==> src/core/timer2_pkg.sv <==
// package: register offsets, control bit positions and reset values of the
// sixteen-bit reload/capture timer; assumes an 8-bit special function register bus.
package timer2_pkg;

  // ------------------------------------------------------------
  // register offsets
  // ------------------------------------------------------------
  localparam logic [7:0] CTRL_ADDR = 8'hc8;
  localparam logic [7:0] RELOAD_LOW_ADDR = 8'hca;
  localparam logic [7:0] RELOAD_HIGH_ADDR = 8'hcb;
  localparam logic [7:0] COUNT_LOW_ADDR = 8'hcc;
  localparam logic [7:0] COUNT_HIGH_ADDR = 8'hcd;

  // ------------------------------------------------------------
  // control register bit positions
  // ------------------------------------------------------------
  localparam int OVF_BIT = 7;
  localparam int EXT_FLAG_BIT = 6;
  localparam int RX_BAUD_BIT = 5;
  localparam int TX_BAUD_BIT = 4;
  localparam int EXT_EN_BIT = 3;
  localparam int RUN_BIT = 2;
  localparam int CNT_SEL_BIT = 1;
  localparam int CAP_SEL_BIT = 0;

  // ------------------------------------------------------------
  // reset values
  // ------------------------------------------------------------
  localparam logic [7:0] CTRL_RESET = 8'h00;
  localparam logic [7:0] DATA_RESET = 8'h00;
  localparam logic [15:0] COUNT_MAX = 16'hffff;

  typedef enum logic [3:0] {
    MODE_OFF = 4'b0001,
    MODE_RELOAD = 4'b0010,
    MODE_CAPTURE = 4'b0100,
    MODE_BAUD = 4'b1000
  } mode_e;

endpackage : timer2_pkg

==> src/core/pin_event_if.sv <==
// interface: single-cycle falling-edge events of the two timer pins
// assumes both ends share the core clock.
`timescale 1ns/1ns
interface pin_event_if;
  logic trig_fall;
  logic count_fall;
  modport src (output trig_fall, output count_fall);
  modport dst (input trig_fall, input count_fall);
endinterface : pin_event_if

==> src/core/pin_edge_sync.sv <==
// pin_edge_sync: two-flop synchronisers and falling-edge detectors for the
// trigger and count pins; assumes pins are asynchronous to the core clock.
`timescale 1ns/1ns
module pin_edge_sync (
  input wire logic clk_i,          // core clock
  input wire logic rstn_i,         // async reset, active low
  input wire logic trig_pin_i,     // external trigger pin
  input wire logic count_pin_i,    // count input pin
  pin_event_if.src ev              // falling-edge events
);

  logic [1:0] meta;
  logic [1:0] sync;
  logic [1:0] last;

  // meta is read only by sync
  always_ff @(posedge clk_i or negedge rstn_i) begin
    if (!rstn_i) begin
      meta <= 2'h3;
      sync <= 2'h3;
      last <= 2'h3;
    end else begin
      meta <= {count_pin_i, trig_pin_i};
      sync <= meta;
      last <= sync;
    end
  end

  // sampled high then sampled low gives one pulse
  assign ev.trig_fall = last[0] & ~sync[0];
  assign ev.count_fall = last[1] & ~sync[1];

endmodule : pin_edge_sync

==> src/core/reload_capture_timer.sv <==
// reload_capture_timer: sixteen-bit timer with autoreload, capture and baud modes
// assumes a single-cycle special function register bus on the core clock.
`timescale 1ns/1ns

// Operation
// two 8-bit pairs: count low/high and reload/capture low/high
// mode: run off stops; baud selects win; else capture_select picks reload/capture
// autoreload: rollover sets overflow_flag and loads count from reload pair
// autoreload with trigger enable: trigger falling edge reloads, sets external_event_flag
// capture mode: free 16-bit count, overflow sets overflow_flag, may interrupt
// capture with trigger enable: trigger falling edge copies count into reload pair
// trigger capture sets external_event_flag, which interrupts like overflow_flag
// baud mode never sets overflow_flag
// baud mode: trigger edge still sets external_event_flag and interrupts
// baud selects ignore capture_select and force reload on overflow
// counter_select counts count pin edges, otherwise the core clock
// hardware only sets the two flags; software clears them by control write
// overflow pulses go to receive and/or transmit baud outputs per select bits
// trigger pin synchronised; falling edge is sampled high then low, one pulse
module reload_capture_timer
  import timer2_pkg::*;
(
  input wire logic CORE_CLK_I,          // core clock, 25 MHz
  input wire logic RSTN_I,              // async reset, active low
  input wire logic [7:0] SFR_ADDR_I,    // register address
  input wire logic SFR_WR_I,            // write strobe
  input wire logic [7:0] SFR_WDATA_I,   // write data
  input wire logic SFR_RD_I,            // read strobe
  output logic [7:0] SFR_RDATA_O,       // read data, one cycle after strobe
  output logic SFR_HIT_O,               // read hit this block, with data
  input wire logic TRIG_PIN_I,          // external trigger pin
  input wire logic COUNT_PIN_I,         // external count pin
  output logic RX_BAUD_TICK_O,          // receive baud overflow pulse
  output logic TX_BAUD_TICK_O,          // transmit baud overflow pulse
  output logic TIMER_IRQ_O              // interrupt request level
);

  // ------------------------------------------------------------
  // pin events
  // ------------------------------------------------------------
  pin_event_if ev ();

  pin_edge_sync u_sync (
    .clk_i(CORE_CLK_I),
    .rstn_i(RSTN_I),
    .trig_pin_i(TRIG_PIN_I),
    .count_pin_i(COUNT_PIN_I),
    .ev(ev)
  );

  // ------------------------------------------------------------
  // registers and mode decode
  // ------------------------------------------------------------
  logic [7:0] ctrl;
  logic [7:0] count_low;
  logic [7:0] count_high;
  logic [7:0] reload_low;
  logic [7:0] reload_high;
  mode_e mode;
  logic baud_sel;
  logic tick;
  logic overflow;
  logic trig;
  logic do_reload;
  logic do_capture;
  logic wr_ctrl;
  logic set_ovf;
  logic set_ext;

  // bus signals passed in: a continuous assignment wakes only on its own operands
  function automatic logic wr_hit(
    input logic wr,
    input logic [7:0] bus_addr,
    input logic [7:0] addr
  );
    wr_hit = wr && (bus_addr == addr);
  endfunction : wr_hit

  assign baud_sel = ctrl[RX_BAUD_BIT] | ctrl[TX_BAUD_BIT];

  always_comb begin
    if (!ctrl[RUN_BIT]) begin
      mode = MODE_OFF;
    end else if (baud_sel) begin
      mode = MODE_BAUD;
    end else if (ctrl[CAP_SEL_BIT]) begin
      mode = MODE_CAPTURE;
    end else begin
      mode = MODE_RELOAD;
    end
  end

  // counter input: pin edges or every core clock
  assign tick = (mode != MODE_OFF) && (ctrl[CNT_SEL_BIT] ? ev.count_fall : 1'b1);
  assign overflow = tick && ({count_high, count_low} == COUNT_MAX);
  // trigger edges count in every mode once enabled, even with the timer stopped
  assign trig = ev.trig_fall && ctrl[EXT_EN_BIT];
  assign do_capture = trig && ctrl[RUN_BIT] && (mode == MODE_CAPTURE);
  // reload on overflow unless capturing; trigger reload only in autoreload mode
  always_comb begin
    case (mode)
      MODE_RELOAD: do_reload = overflow || trig;
      MODE_BAUD: do_reload = overflow;
      default: do_reload = 1'b0;
    endcase
  end
  assign wr_ctrl = wr_hit(SFR_WR_I, SFR_ADDR_I, CTRL_ADDR);

  // baud mode keeps overflow_flag quiet so the serial clock raises no interrupt
  assign set_ovf = overflow && (mode != MODE_BAUD);
  assign set_ext = trig;

  // ------------------------------------------------------------
  // control register and flags
  // ------------------------------------------------------------
  // a hardware set in the cycle of a clearing write wins
  always_ff @(posedge CORE_CLK_I or negedge RSTN_I) begin
    if (!RSTN_I) begin
      ctrl <= CTRL_RESET;
    end else begin
      if (wr_ctrl) begin
        ctrl <= SFR_WDATA_I;
      end
      if (set_ovf) begin
        ctrl[OVF_BIT] <= 1'b1;
      end
      if (set_ext) begin
        ctrl[EXT_FLAG_BIT] <= 1'b1;
      end
    end
  end

  assign TIMER_IRQ_O = ctrl[OVF_BIT] | ctrl[EXT_FLAG_BIT];

  // ------------------------------------------------------------
  // count pair
  // ------------------------------------------------------------
  // hardware reload wins over a same-cycle software write
  always_ff @(posedge CORE_CLK_I or negedge RSTN_I) begin
    if (!RSTN_I) begin
      count_low <= DATA_RESET;
      count_high <= DATA_RESET;
    end else if (do_reload) begin
      count_low <= reload_low;
      count_high <= reload_high;
    end else begin
      if (tick) begin
        {count_high, count_low} <= {count_high, count_low} + 16'h0001;
      end
      if (wr_hit(SFR_WR_I, SFR_ADDR_I, COUNT_LOW_ADDR)) begin
        count_low <= SFR_WDATA_I;
      end
      if (wr_hit(SFR_WR_I, SFR_ADDR_I, COUNT_HIGH_ADDR)) begin
        count_high <= SFR_WDATA_I;
      end
    end
  end

  // ------------------------------------------------------------
  // reload/capture pair
  // ------------------------------------------------------------
  always_ff @(posedge CORE_CLK_I or negedge RSTN_I) begin
    if (!RSTN_I) begin
      reload_low <= DATA_RESET;
      reload_high <= DATA_RESET;
    end else if (do_capture) begin
      reload_low <= count_low;
      reload_high <= count_high;
    end else begin
      if (wr_hit(SFR_WR_I, SFR_ADDR_I, RELOAD_LOW_ADDR)) begin
        reload_low <= SFR_WDATA_I;
      end
      if (wr_hit(SFR_WR_I, SFR_ADDR_I, RELOAD_HIGH_ADDR)) begin
        reload_high <= SFR_WDATA_I;
      end
    end
  end

  // ------------------------------------------------------------
  // baud ticks
  // ------------------------------------------------------------
  // registered so the serial port sees a clean one-cycle pulse
  always_ff @(posedge CORE_CLK_I or negedge RSTN_I) begin
    if (!RSTN_I) begin
      RX_BAUD_TICK_O <= 1'b0;
      TX_BAUD_TICK_O <= 1'b0;
    end else begin
      RX_BAUD_TICK_O <= overflow && ctrl[RUN_BIT] && ctrl[RX_BAUD_BIT];
      TX_BAUD_TICK_O <= overflow && ctrl[RUN_BIT] && ctrl[TX_BAUD_BIT];
    end
  end

  // ------------------------------------------------------------
  // read path
  // ------------------------------------------------------------
  // unmapped reads answer 00 with no hit
  always_ff @(posedge CORE_CLK_I or negedge RSTN_I) begin
    if (!RSTN_I) begin
      SFR_RDATA_O <= 8'h00;
      SFR_HIT_O <= 1'b0;
    end else begin
      SFR_HIT_O <= 1'b0;
      SFR_RDATA_O <= 8'h00;
      if (SFR_RD_I) begin
        SFR_HIT_O <= 1'b1;
        if (SFR_ADDR_I == CTRL_ADDR) begin
          SFR_RDATA_O <= ctrl;
        end else if (SFR_ADDR_I == RELOAD_LOW_ADDR) begin
          SFR_RDATA_O <= reload_low;
        end else if (SFR_ADDR_I == RELOAD_HIGH_ADDR) begin
          SFR_RDATA_O <= reload_high;
        end else if (SFR_ADDR_I == COUNT_LOW_ADDR) begin
          SFR_RDATA_O <= count_low;
        end else if (SFR_ADDR_I == COUNT_HIGH_ADDR) begin
          SFR_RDATA_O <= count_high;
        end else begin
          SFR_HIT_O <= 1'b0;
        end
      end
    end
  end

endmodule : reload_capture_timer

==> config.mk <==
export PLATFORM = sky130hd
export DESIGN_NAME = reload_capture_timer
export DESIGN_NICKNAME = d
export VERILOG_FILES = /design/src/core/timer2_pkg.sv /design/src/core/pin_event_if.sv /design/src/core/pin_edge_sync.sv /design/src/core/reload_capture_timer.sv
export SDC_FILE = /design/constraint.sdc
export NUM_CORES = 1
export LEC_CHECK = 0
export ABC_CLOCK_PERIOD_IN_PS = 2400
export BUFFER_PORTS_ARGS = -buffer_cell sky130_fd_sc_hd__buf_2
export CORE_MARGIN = 10
export CORE_UTILIZATION = 55
export DETAILED_ROUTE_END_ITERATION = 8
export PLACE_DENSITY = 0.79
export SETUP_SLACK_MARGIN = 0.02
export SLEW_MARGIN = 0
export SYNTH_ARGS = -nofsm -noshare
export SYNTH_HDL_FRONTEND = slang
export SYNTH_SLANG_ARGS = --single-unit
==> constraint.sdc <==
create_clock -name CORE_CLK_I -period 2.4 [get_ports CORE_CLK_I]
set_input_delay 0.72 -clock CORE_CLK_I [delete_from_list [all_inputs] [get_ports CORE_CLK_I]]
set_output_delay 0.72 -clock CORE_CLK_I [all_outputs]
set_load 0.005 [all_outputs]
==> flow_summary_export.csv, run 1 <==
group,metric,value,unit
clocking,worstSkewPairLatency,350,ps
yosys,synth_fp_nets,352,
floorplan,die_area,0.00949,mm^2
final_layout,layout-drive-gt1-share,0.273,
final_layout,layout_common_cells,"dfrtp_1, nor2_1, buf_2",
final_layout,layout_commonest_cell,"dfrtp_1",
worst_setup_path,cp-start-kind,"register",
clocking,clockBufferDepth,2,
worst_setup_path,crit_path_end_kind,"register",
yosys,yosysWarnings,0,
drt,wl_per_cell,19.1,um
worst_setup_path,crit_fanout,13,
yosys,ys_types,57,
yosys,syn_area,0.00330,mm^2
sta,timing.final.crit_share,0.896,
sta,fmax,465,MHz
floorplan,core,0.00589,mm^2
power,powerDensity,807,mW/mm^2
final_layout,final_nets,399,
sta,tns,0,ps
clocking,clkTransAtPathRegs,60,ps
sta,slew_headroom,0.454,
sta,setup_viol,0,
yosys,synth_area_leaders,"dfrtp_1, mux2i_1, dfstp_2, nor2_1, mux2_2",
worst_setup_path,cp_slowest_cell,"nor3_2",
clocking,cts_tree,"yes",
sta,fin_ws,249,ps
floorplan,die_w,97.4,um
clocking,ctsResizeCount,0,
worst_setup_path,critPathLaunch,"u_sync.sync[0]",
sta,finalMaxSlewViolations,0,
global_route,grt_usage,0.185,
yosys,yosysSeqAreaShare,0.435,
clocking,ctsHtreeMaxLevel,3,
yosys,syn_inst,329,
yosys,ys.flop_type,"dfrtp_1",
floorplan,start_util,0.560,
status,status,"completed",
flow_run,maxCapViolCount,0,
final_layout,area_delta_synth_final,16.7,%
clocking,hold_buffers,0,
global_route,gr-total-overflow,0,
sta,skew,7.71,ps
yosys,synthArstFlopShare,1.00,
worst_setup_path,critPathMaxStageDelay,630,ps
global_route,grt_first_pass_wirelength,14.3,mm
clocking,root_buffer,"clkbuf_8",
drt,dr.pass1.iters,5,
clocking,clock-sinks,57,
place,dp.cells,440,
sta,rsz0062_at_grt,"false",
place,gp_congestion,0.922,
sta,worst_slew_pin_slew,814,ps
floorplan,core.rowCount,28,
floorplan,die_h,97.4,um
floorplan,ioPinCount,34,
worst_setup_path,cpLargestDelayFamily,"simple AND/OR/NAND/NOR gates",
drt,vias,2803,
power,p_leak,1.72,nW
worst_setup_path,cp.required,2620,ps
place,io_buffers,33,
worst_setup_path,crit_arrival,2370,ps
worst_setup_path,crit_chain,"and3b_1 > and4b_1 > nor3_2 > or2_4 > o21ai_1",
global_route,antenna_found_initial,0,
drt,wl,8.71,mm
sta,fin_crit,2150,ps
final_layout,diodes,0,
global_route,grt_pass1_vias,2832,
place,pre_cts_slack,95.5,ps
yosys,netlist.area_leader.share,0.387,
global_route,grt_max_degree,33,
drt,ant_nets,0,
drt,drc,0,
final_layout,fin_cells,456,
drt,vias_per_cell,6.15,
hold_path,worstHoldPathType,"input port to async pin",
yosys,ys_seq_elements,57,
worst_setup_path,r2r-start,"u_sync.sync[0]",
power,vdd_ir_drop_max,575,uV
yosys,synth-edff-count,0,
place,dp_hpwl,6.52,mm
drt,drtIter0Drc,214,
sta,hold_viol,0,
yosys,synth_top_cell_by_area,"dfrtp_1",
worst_setup_path,path_buf_inv,0,
clocking,cts_setup_buffers,0,
clocking,numCtsBuffers,9,
worst_setup_path,critical_path_class,"register to register",
yosys,synth.avg_cell_area,10.0,um^2
[synth_stat cells, drive strengths merged (5+ instances only)]
cell / instances
nand4: 7
o21ai: 13
mux2i: 30
dfstp: 6
o22a: 5
nor4: 8
nand3: 12
nand2: 13
nor2: 40
clkbuf: 6
buf: 15
inv: 6
xor2: 6
nor3: 6
a211o: 5
dfrtp: 51
mux2: 11
a21oi: 23
a22oi: 14
xnor2: 8
[flip-flops by register name, indices dropped and copies added, names as in the netlist]
name,cells
count_low,8
u_sync.sync,2
u_sync.last,2
SFR_RDATA_O,8
TX_BAUD_TICK_O,1
count_high,8
reload_low,8
SFR_HIT_O,1
reload_high,8
ctrl,8
u_sync.meta,2
RX_BAUD_TICK_O,1
[routing by layer]
layer / part of all wire / vias to the layer above / track usage
met5: 0 / - / 0
met4: 0.027 / 0 / 0.0828
li1: - / 1306 / -
met2: 0.47 / 110 / 0.295
met1: 0.44 / 1362 / 0.224
met3: 0.057 / 25 / 0.0541
[worst paths after layout]
path	to	slack [ps]	cells after the start
max	count_high[3]	250	5
min in group CORE_CLK_I	u_sync.sync[1]	360	0
min	count_low[7]	320	1
max reg2reg	count_high[3]	250	5
min reg2reg	u_sync.sync[1]	360	0
max in group asynchronous	count_low[5]	1520	2
[final cells by class]
| class | count | area (um^2) |
|---|---|---|
| inverter | 6 | 22.5 |
| multi-input combinational | 245 | 1730 |
| fill | 482 | 2040 |
| timing repair buffer | 57 | 370 |
| clock buffer | 11 | 141 |
| sequential | 57 | 1430 |
| tap | 75 | 93.8 |
| clock inverter | 5 | 55.1 |
[stage by stage]
stage                     hold slack, ps  total power (W)  utilization  instance area, um^2
final                                325          0.00311        0.654                 3850
after global placement               347          0.00217        0.621                 3650
after global routing                 334          0.00329        0.654                 3850
after detailed placement             347          0.00221        0.621                 3650
after CTS                            324          0.00311        0.654                 3850
after floorplan                      345          0.00192            -                 3300
[cell families after synthesis]
family / share of synthesized area
DFF: 0.435
adders and majority gates: 0.00379
xor gates and xnor gates: 0.0372
buffers and inverters: 0.0398
and+or+nand+nor: 0.185
muxes: 0.129
AOI/OAI and AO/OA: 0.171
[power breakdown]
part           internal, W  switching, W
logic             0.000427      0.000438
clock network     0.000503      0.000396
registers          0.00113      0.000216
total              0.00206       0.00105
No activity file was read; power rests on OpenSTA's default activity.
==> inputs of run 2 (changes only) <==
--- a/config.mk
+++ b/config.mk
@@ -7,10 +7,12 @@
 export LEC_CHECK = 0
 export ABC_CLOCK_PERIOD_IN_PS = 2400
 export BUFFER_PORTS_ARGS = -buffer_cell sky130_fd_sc_hd__buf_2
+export CELL_PAD_IN_SITES_DETAIL_PLACEMENT = 0
+export CELL_PAD_IN_SITES_GLOBAL_PLACEMENT = 2
 export CORE_MARGIN = 10
-export CORE_UTILIZATION = 55
+export CORE_UTILIZATION = 38
 export DETAILED_ROUTE_END_ITERATION = 8
-export PLACE_DENSITY = 0.79
+export PLACE_DENSITY = 0.84
 export SETUP_SLACK_MARGIN = 0.02
 export SLEW_MARGIN = 0
 export SYNTH_ARGS = -nofsm -noshare
==> constraint.sdc (replaced) <==
create_clock -name CORE_CLK_I -period 2.4 [get_ports CORE_CLK_I]
set_input_delay 0.12 -clock CORE_CLK_I [delete_from_list [all_inputs] [get_ports CORE_CLK_I]]
set_output_delay 0.12 -clock CORE_CLK_I [all_outputs]
set_load 0.005 [all_outputs]
==> flow_summary_export.csv, run 2 (synthesis gave the netlist of run 1 again) <==
group,metric,value,unit
status,status,"completed",
clocking,clkTransAtPathRegs,70,ps
power,power,0.00319,W
drt,vias,2798,
worst_setup_path,endpoint,"count_low[2]",
final_layout,postLayoutCoreUtil,0.465,
drt,dr.pass1.iters,5,
final_layout,area_delta_synth_final,17.5,%
clocking,numCtsBuffers,9,
floorplan,start_util,0.395,
final_layout,final_nets,400,
final_layout,layout_common_cells,"dfrtp_1, nor2_1, buf_2",
drt,ant_nets,0,
place,gp_congestion,0.863,
clocking,root_buffer,"clkbuf_8",
global_route,grt_pass1_vias,2807,
floorplan,die_h,113,um
final_layout,layout_commonest_cell,"dfrtp_1",
place,dpl_cell_area,0.00365,mm^2
flow_run,maxCapViolCount,0,
drt,wl,10.1,mm
sta,tns,0,ps
floorplan,die_area,0.0128,mm^2
sta,timing.final.crit_share,0.884,
final_layout,fillers,824,
worst_setup_path,crit_fanout,12,
drt,vias_per_cell,5.76,
sta,setup_viol,0,
sta,worst_slew_pin_slew,632,ps
sta,fin_ws,278,ps
final_layout,layout-drive-gt1-share,0.265,
global_route,grt_usage,0.161,
floorplan,die_w,113,um
worst_setup_path,r2r_slack,280,ps
power,powerDensity,824,mW/mm^2
clocking,worstSkewPairLatency,340,ps
worst_setup_path,critical_path_class,"register to register",
worst_setup_path,reg2reg_depth,7,
place,pre_cts_slack,308,ps
hold_path,worstHoldPathType,"input port to register",
place,dp_hpwl,7.38,mm
floorplan,core,0.00834,mm^2
place,io_buffers,33,
sta,fin_crit,2120,ps
floorplan,ioPinCount,34,
sta,slew_headroom,0.577,
sta,rsz0062_at_grt,"false",
sta,hold_viol,0,
sta,fmax,471,MHz
global_route,antenna_found_initial,0,
power,vdd_ir_drop_max,340,uV
global_route,grt_max_degree,29,
clocking,ctsHtreeMaxLevel,3,
floorplan,core.rowCount,33,
worst_setup_path,r2r-start,"count_low[1]",
drt,wl_per_cell,20.7,um
sta,finalMaxSlewViolations,0,
clocking,clockBufferDepth,2,
clocking,cts_tree,"yes",
worst_setup_path,crit-reg2reg-capture,"count_low[2]",
worst_setup_path,crit_arrival,2330,ps
worst_setup_path,cp-start-kind,"register",
final_layout,fin_area,0.00388,mm^2
worst_setup_path,critPathLaunch,"count_low[1]",
worst_setup_path,crit_path_end_kind,"register",
power,p_leak,1.73,nW
final_layout,diodes,0,
global_route,grt_first_pass_wirelength,16.1,mm
sta,skew,7.21,ps
drt,drtIter0Drc,172,
global_route,gr-total-overflow,0,
worst_setup_path,cp.required,2610,ps
clocking,clock-sinks,57,
drt,drc,0,
-- run 2: critical path, cell delays in order (launching register included) --
cell	delay, ps
dfrtp_1	440
ha_1	250
nand4_1	120
a2111o_1	440
o21ai_4	340
buf_4	220
a211o_1	100
a31oi_1	70
-- run 2: power by group --
group / internal, W / total (W) / switching (W)
Sequential: 0.00112 / 0.00136 / 0.000232
Combinational: 0.000436 / 0.000909 / 0.000472
Clock: 0.000527 / 0.000929 / 0.000402
-- run 2: layout make-up --
class	count	area, um^2	share of cell area
well taps	105	131	0.0339
inverters	6	22.5	0.00581
flip-flops and latches	57	1430	0.370
multi-input cells	245	1730	0.447
clock inverters	3	40.0	0.0103
repair buffers	58	360	0.0930
clock buffers	12	155	0.0400
-- run 2: worst min path at each step --
| stage | start | end | slack, ps | cells after the start |
|---|---|---|---|---|
| finish | SFR_WDATA_I[2] | ctrl[2] | 80 | 3 |
| global route | SFR_WDATA_I[6] | ctrl[6] | 80 | 2 |
| CTS | SFR_WDATA_I[6] | ctrl[6] | 70 | 2 |
| detailed placement | RSTN_I | reload_low[7] | 80 | 1 |
| global placement | RSTN_I | reload_low[7] | 80 | 1 |
| floorplan | RSTN_I | RX_BAUD_TICK_O | -180 | 0 |
-- run 2: per-layer routing --
metal  part of all wire  GRT usage
met1               0.46      0.205
met2               0.46      0.247
met3              0.070     0.0571
met4              0.020     0.0525
met5                  0          0
-- run 2: timing repair --
action | 4_1_cts | 5_1_grt
hold buffers | 3 | 0
setup buffers | 0 | 0
gates resized for setup | 0 | 0
endpoints found under the hold margin | 18 | 0
-- run 2: per-stage QoR --
step,instances,hold slack [ps]
after global routing,486,75.8
final,486,80.6
after CTS,486,67.7
after global placement,468,77.9
after detailed placement,468,77.6
after floorplan,329,-176
==> inputs of run 3 (changes only) <==
--- a/config.mk
+++ b/config.mk
@@ -12,6 +12,7 @@
 export CORE_MARGIN = 10
 export CORE_UTILIZATION = 38
 export DETAILED_ROUTE_END_ITERATION = 8
+export MAX_ROUTING_LAYER = met4
 export PLACE_DENSITY = 0.84
 export SETUP_SLACK_MARGIN = 0.02
 export SLEW_MARGIN = 0
==> flow_summary_export.csv, run 3 (synthesis gave the netlist of run 1 again) <==
group,metric,value,unit
status,status,"completed",
drt,wl_per_cell,20.7,um
drt,dr.pass1.iters,4,
floorplan,die_h,113,um
drt,vias,2750,
sta,fin_ws,270,ps
global_route,gr-total-overflow,0,
worst_setup_path,crit_fanout,12,
clocking,numCtsBuffers,9,
worst_setup_path,cp-start-kind,"register",
power,switchingPower,0.00110,W
global_route,grt_max_degree,29,
power,clkPwrFrac,0.291,
clocking,root_buffer,"clkbuf_8",
drt,drc,0,
clocking,clockBufferDepth,2,
drt,vias_per_cell,5.66,
worst_setup_path,crit_arrival,2340,ps
clocking,cts_setup_buffers,0,
global_route,antenna_found_initial,0,
drt,drtIter0Drc,181,
worst_setup_path,critical_path_class,"register to register",
final_layout,diodes,0,
clocking,clock-sinks,57,
drt,wl,10.1,mm
power,p_leak,1.73,nW
floorplan,core.rowCount,33,
sta,finalMaxSlewViolations,0,
worst_setup_path,critPathLaunch,"count_low[1]",
sta,hold_viol,0,
sta,slew_headroom,0.579,
place,io_buffers,33,
power,internal-power,0.00209,W
power,swShare,0.345,
sta,worst_slew_pin_slew,629,ps
clocking,ctsResizeCount,0,
place,dp_hpwl,7.38,mm
global_route,grt_usage,0.165,
final_layout,layout_commonest_cell,"dfrtp_1",
global_route,grt_pass1_vias,2807,
floorplan,start_util,0.395,
sta,fin_crit,2130,ps
worst_setup_path,crit_path_end_kind,"register",
sta,fmax,470,MHz
clocking,clkTransAtPathRegs,70,ps
floorplan,die_w,113,um
place,pre_cts_slack,308,ps
hold_path,worstHoldPathType,"input port to register",
place,dp.cells,468,
power,powerDensity,823,mW/mm^2
sta,skew,6.52,ps
power,vdd_ir_drop_max,340,uV
power,power_frac_comb,0.284,
sta,setup_viol,0,
sta,timing.final.crit_share,0.887,
final_layout,layout-drive-gt1-share,0.265,
place,gp_congestion,0.877,
sta,tns,0,ps
worst_setup_path,r2r-start,"count_low[1]",
drt,ant_nets,0,
floorplan,die_area,0.0128,mm^2
floorplan,ioPinCount,34,
sta,rsz0062_at_grt,"false",
clocking,ctsHtreeMaxLevel,3,
final_layout,layout_common_cells,"dfrtp_1, nor2_1, buf_2",
final_layout,fin_cells,486,
flow_run,maxCapViolCount,0,
clocking,cts_tree,"yes",
final_layout,area_delta_synth_final,17.5,%
final_layout,final_nets,400,
sta,final.hold.worst_slack,78.5,ps
clocking,worstSkewPairLatency,350,ps
global_route,grt_first_pass_wirelength,16.1,mm
power,seqPwrFrac,0.425,
hold_path,hp-start,"SFR_WDATA_I[6]",
worst_setup_path,cp.required,2610,ps
floorplan,core,0.00834,mm^2
[run 3: cell counts in the layout (fill, tap and decap cells not counted)]
No cell type changed its count.
[run 3: stage by stage]
step | utilization | power [W] | cell area [um^2]
2_1_floorplan | - | 0.00192 | 3300
3_3_place_gp | 0.438 | 0.00225 | 3650
3_5_place_dp | 0.438 | 0.00226 | 3650
4_1_cts | 0.465 | 0.00320 | 3880
5_1_grt | 0.465 | 0.00337 | 3880
6_report | 0.465 | 0.00319 | 3880
[run 3: worst max-delay path: stages (launching register included)]
cell      delay (ps)
dfrtp_1          450
ha_1             250
nand4_1          120
a2111o_1         440
o21ai_4          340
buf_4            220
a211o_1          100
a31oi_1           70
[run 3: per-layer routing]
metal  vias to the layer above  global-route usage  wire length [um]
li1                       1313                   -                 -
met1                      1333               0.205              4600
met2                        86               0.247              4560
met3                        18              0.0571               725
met4                         0              0.0525               165
met5                         -                   -                 0
[run 3: path summary, 6_finish.rpt]
path	endpoint	slack, ps	depth (start not counted)
worst max-delay path	count_low[2]	270	7
worst min-delay path	ctrl[6]	80	2
worst max register to register	count_low[2]	270	7
worst min register to register	u_sync.sync[0]	360	0
max in group asynchronous	u_sync.meta[0]	1410	3
min in group asynchronous	reload_high[5]	250	2
[run 3: power groups by stage]
stage               combinational (W)  clock (W)  sequential, W
global placement             0.000883          0        0.00137
floorplan                    0.000654          0        0.00127
CTS                          0.000903   0.000948        0.00135
detailed placement           0.000894          0        0.00137
global route                 0.000993   0.000996        0.00138
finish                       0.000906   0.000927        0.00135
[run 3: final cells by class]
type,instances,area (um^2)
sequential,57,1430
fill,824,4460
timing repair buffer,58,360
multi-input combinational,245,1730
tap,105,131
clock buffer,12,155
clock inverter,3,40.0
inverter,6,22.5
[run 3: timing repair]
action,4_1_cts,5_1_grt
hold buffers,3,0
endpoints found under the setup margin,0,0
hold endpoints to repair,18,0
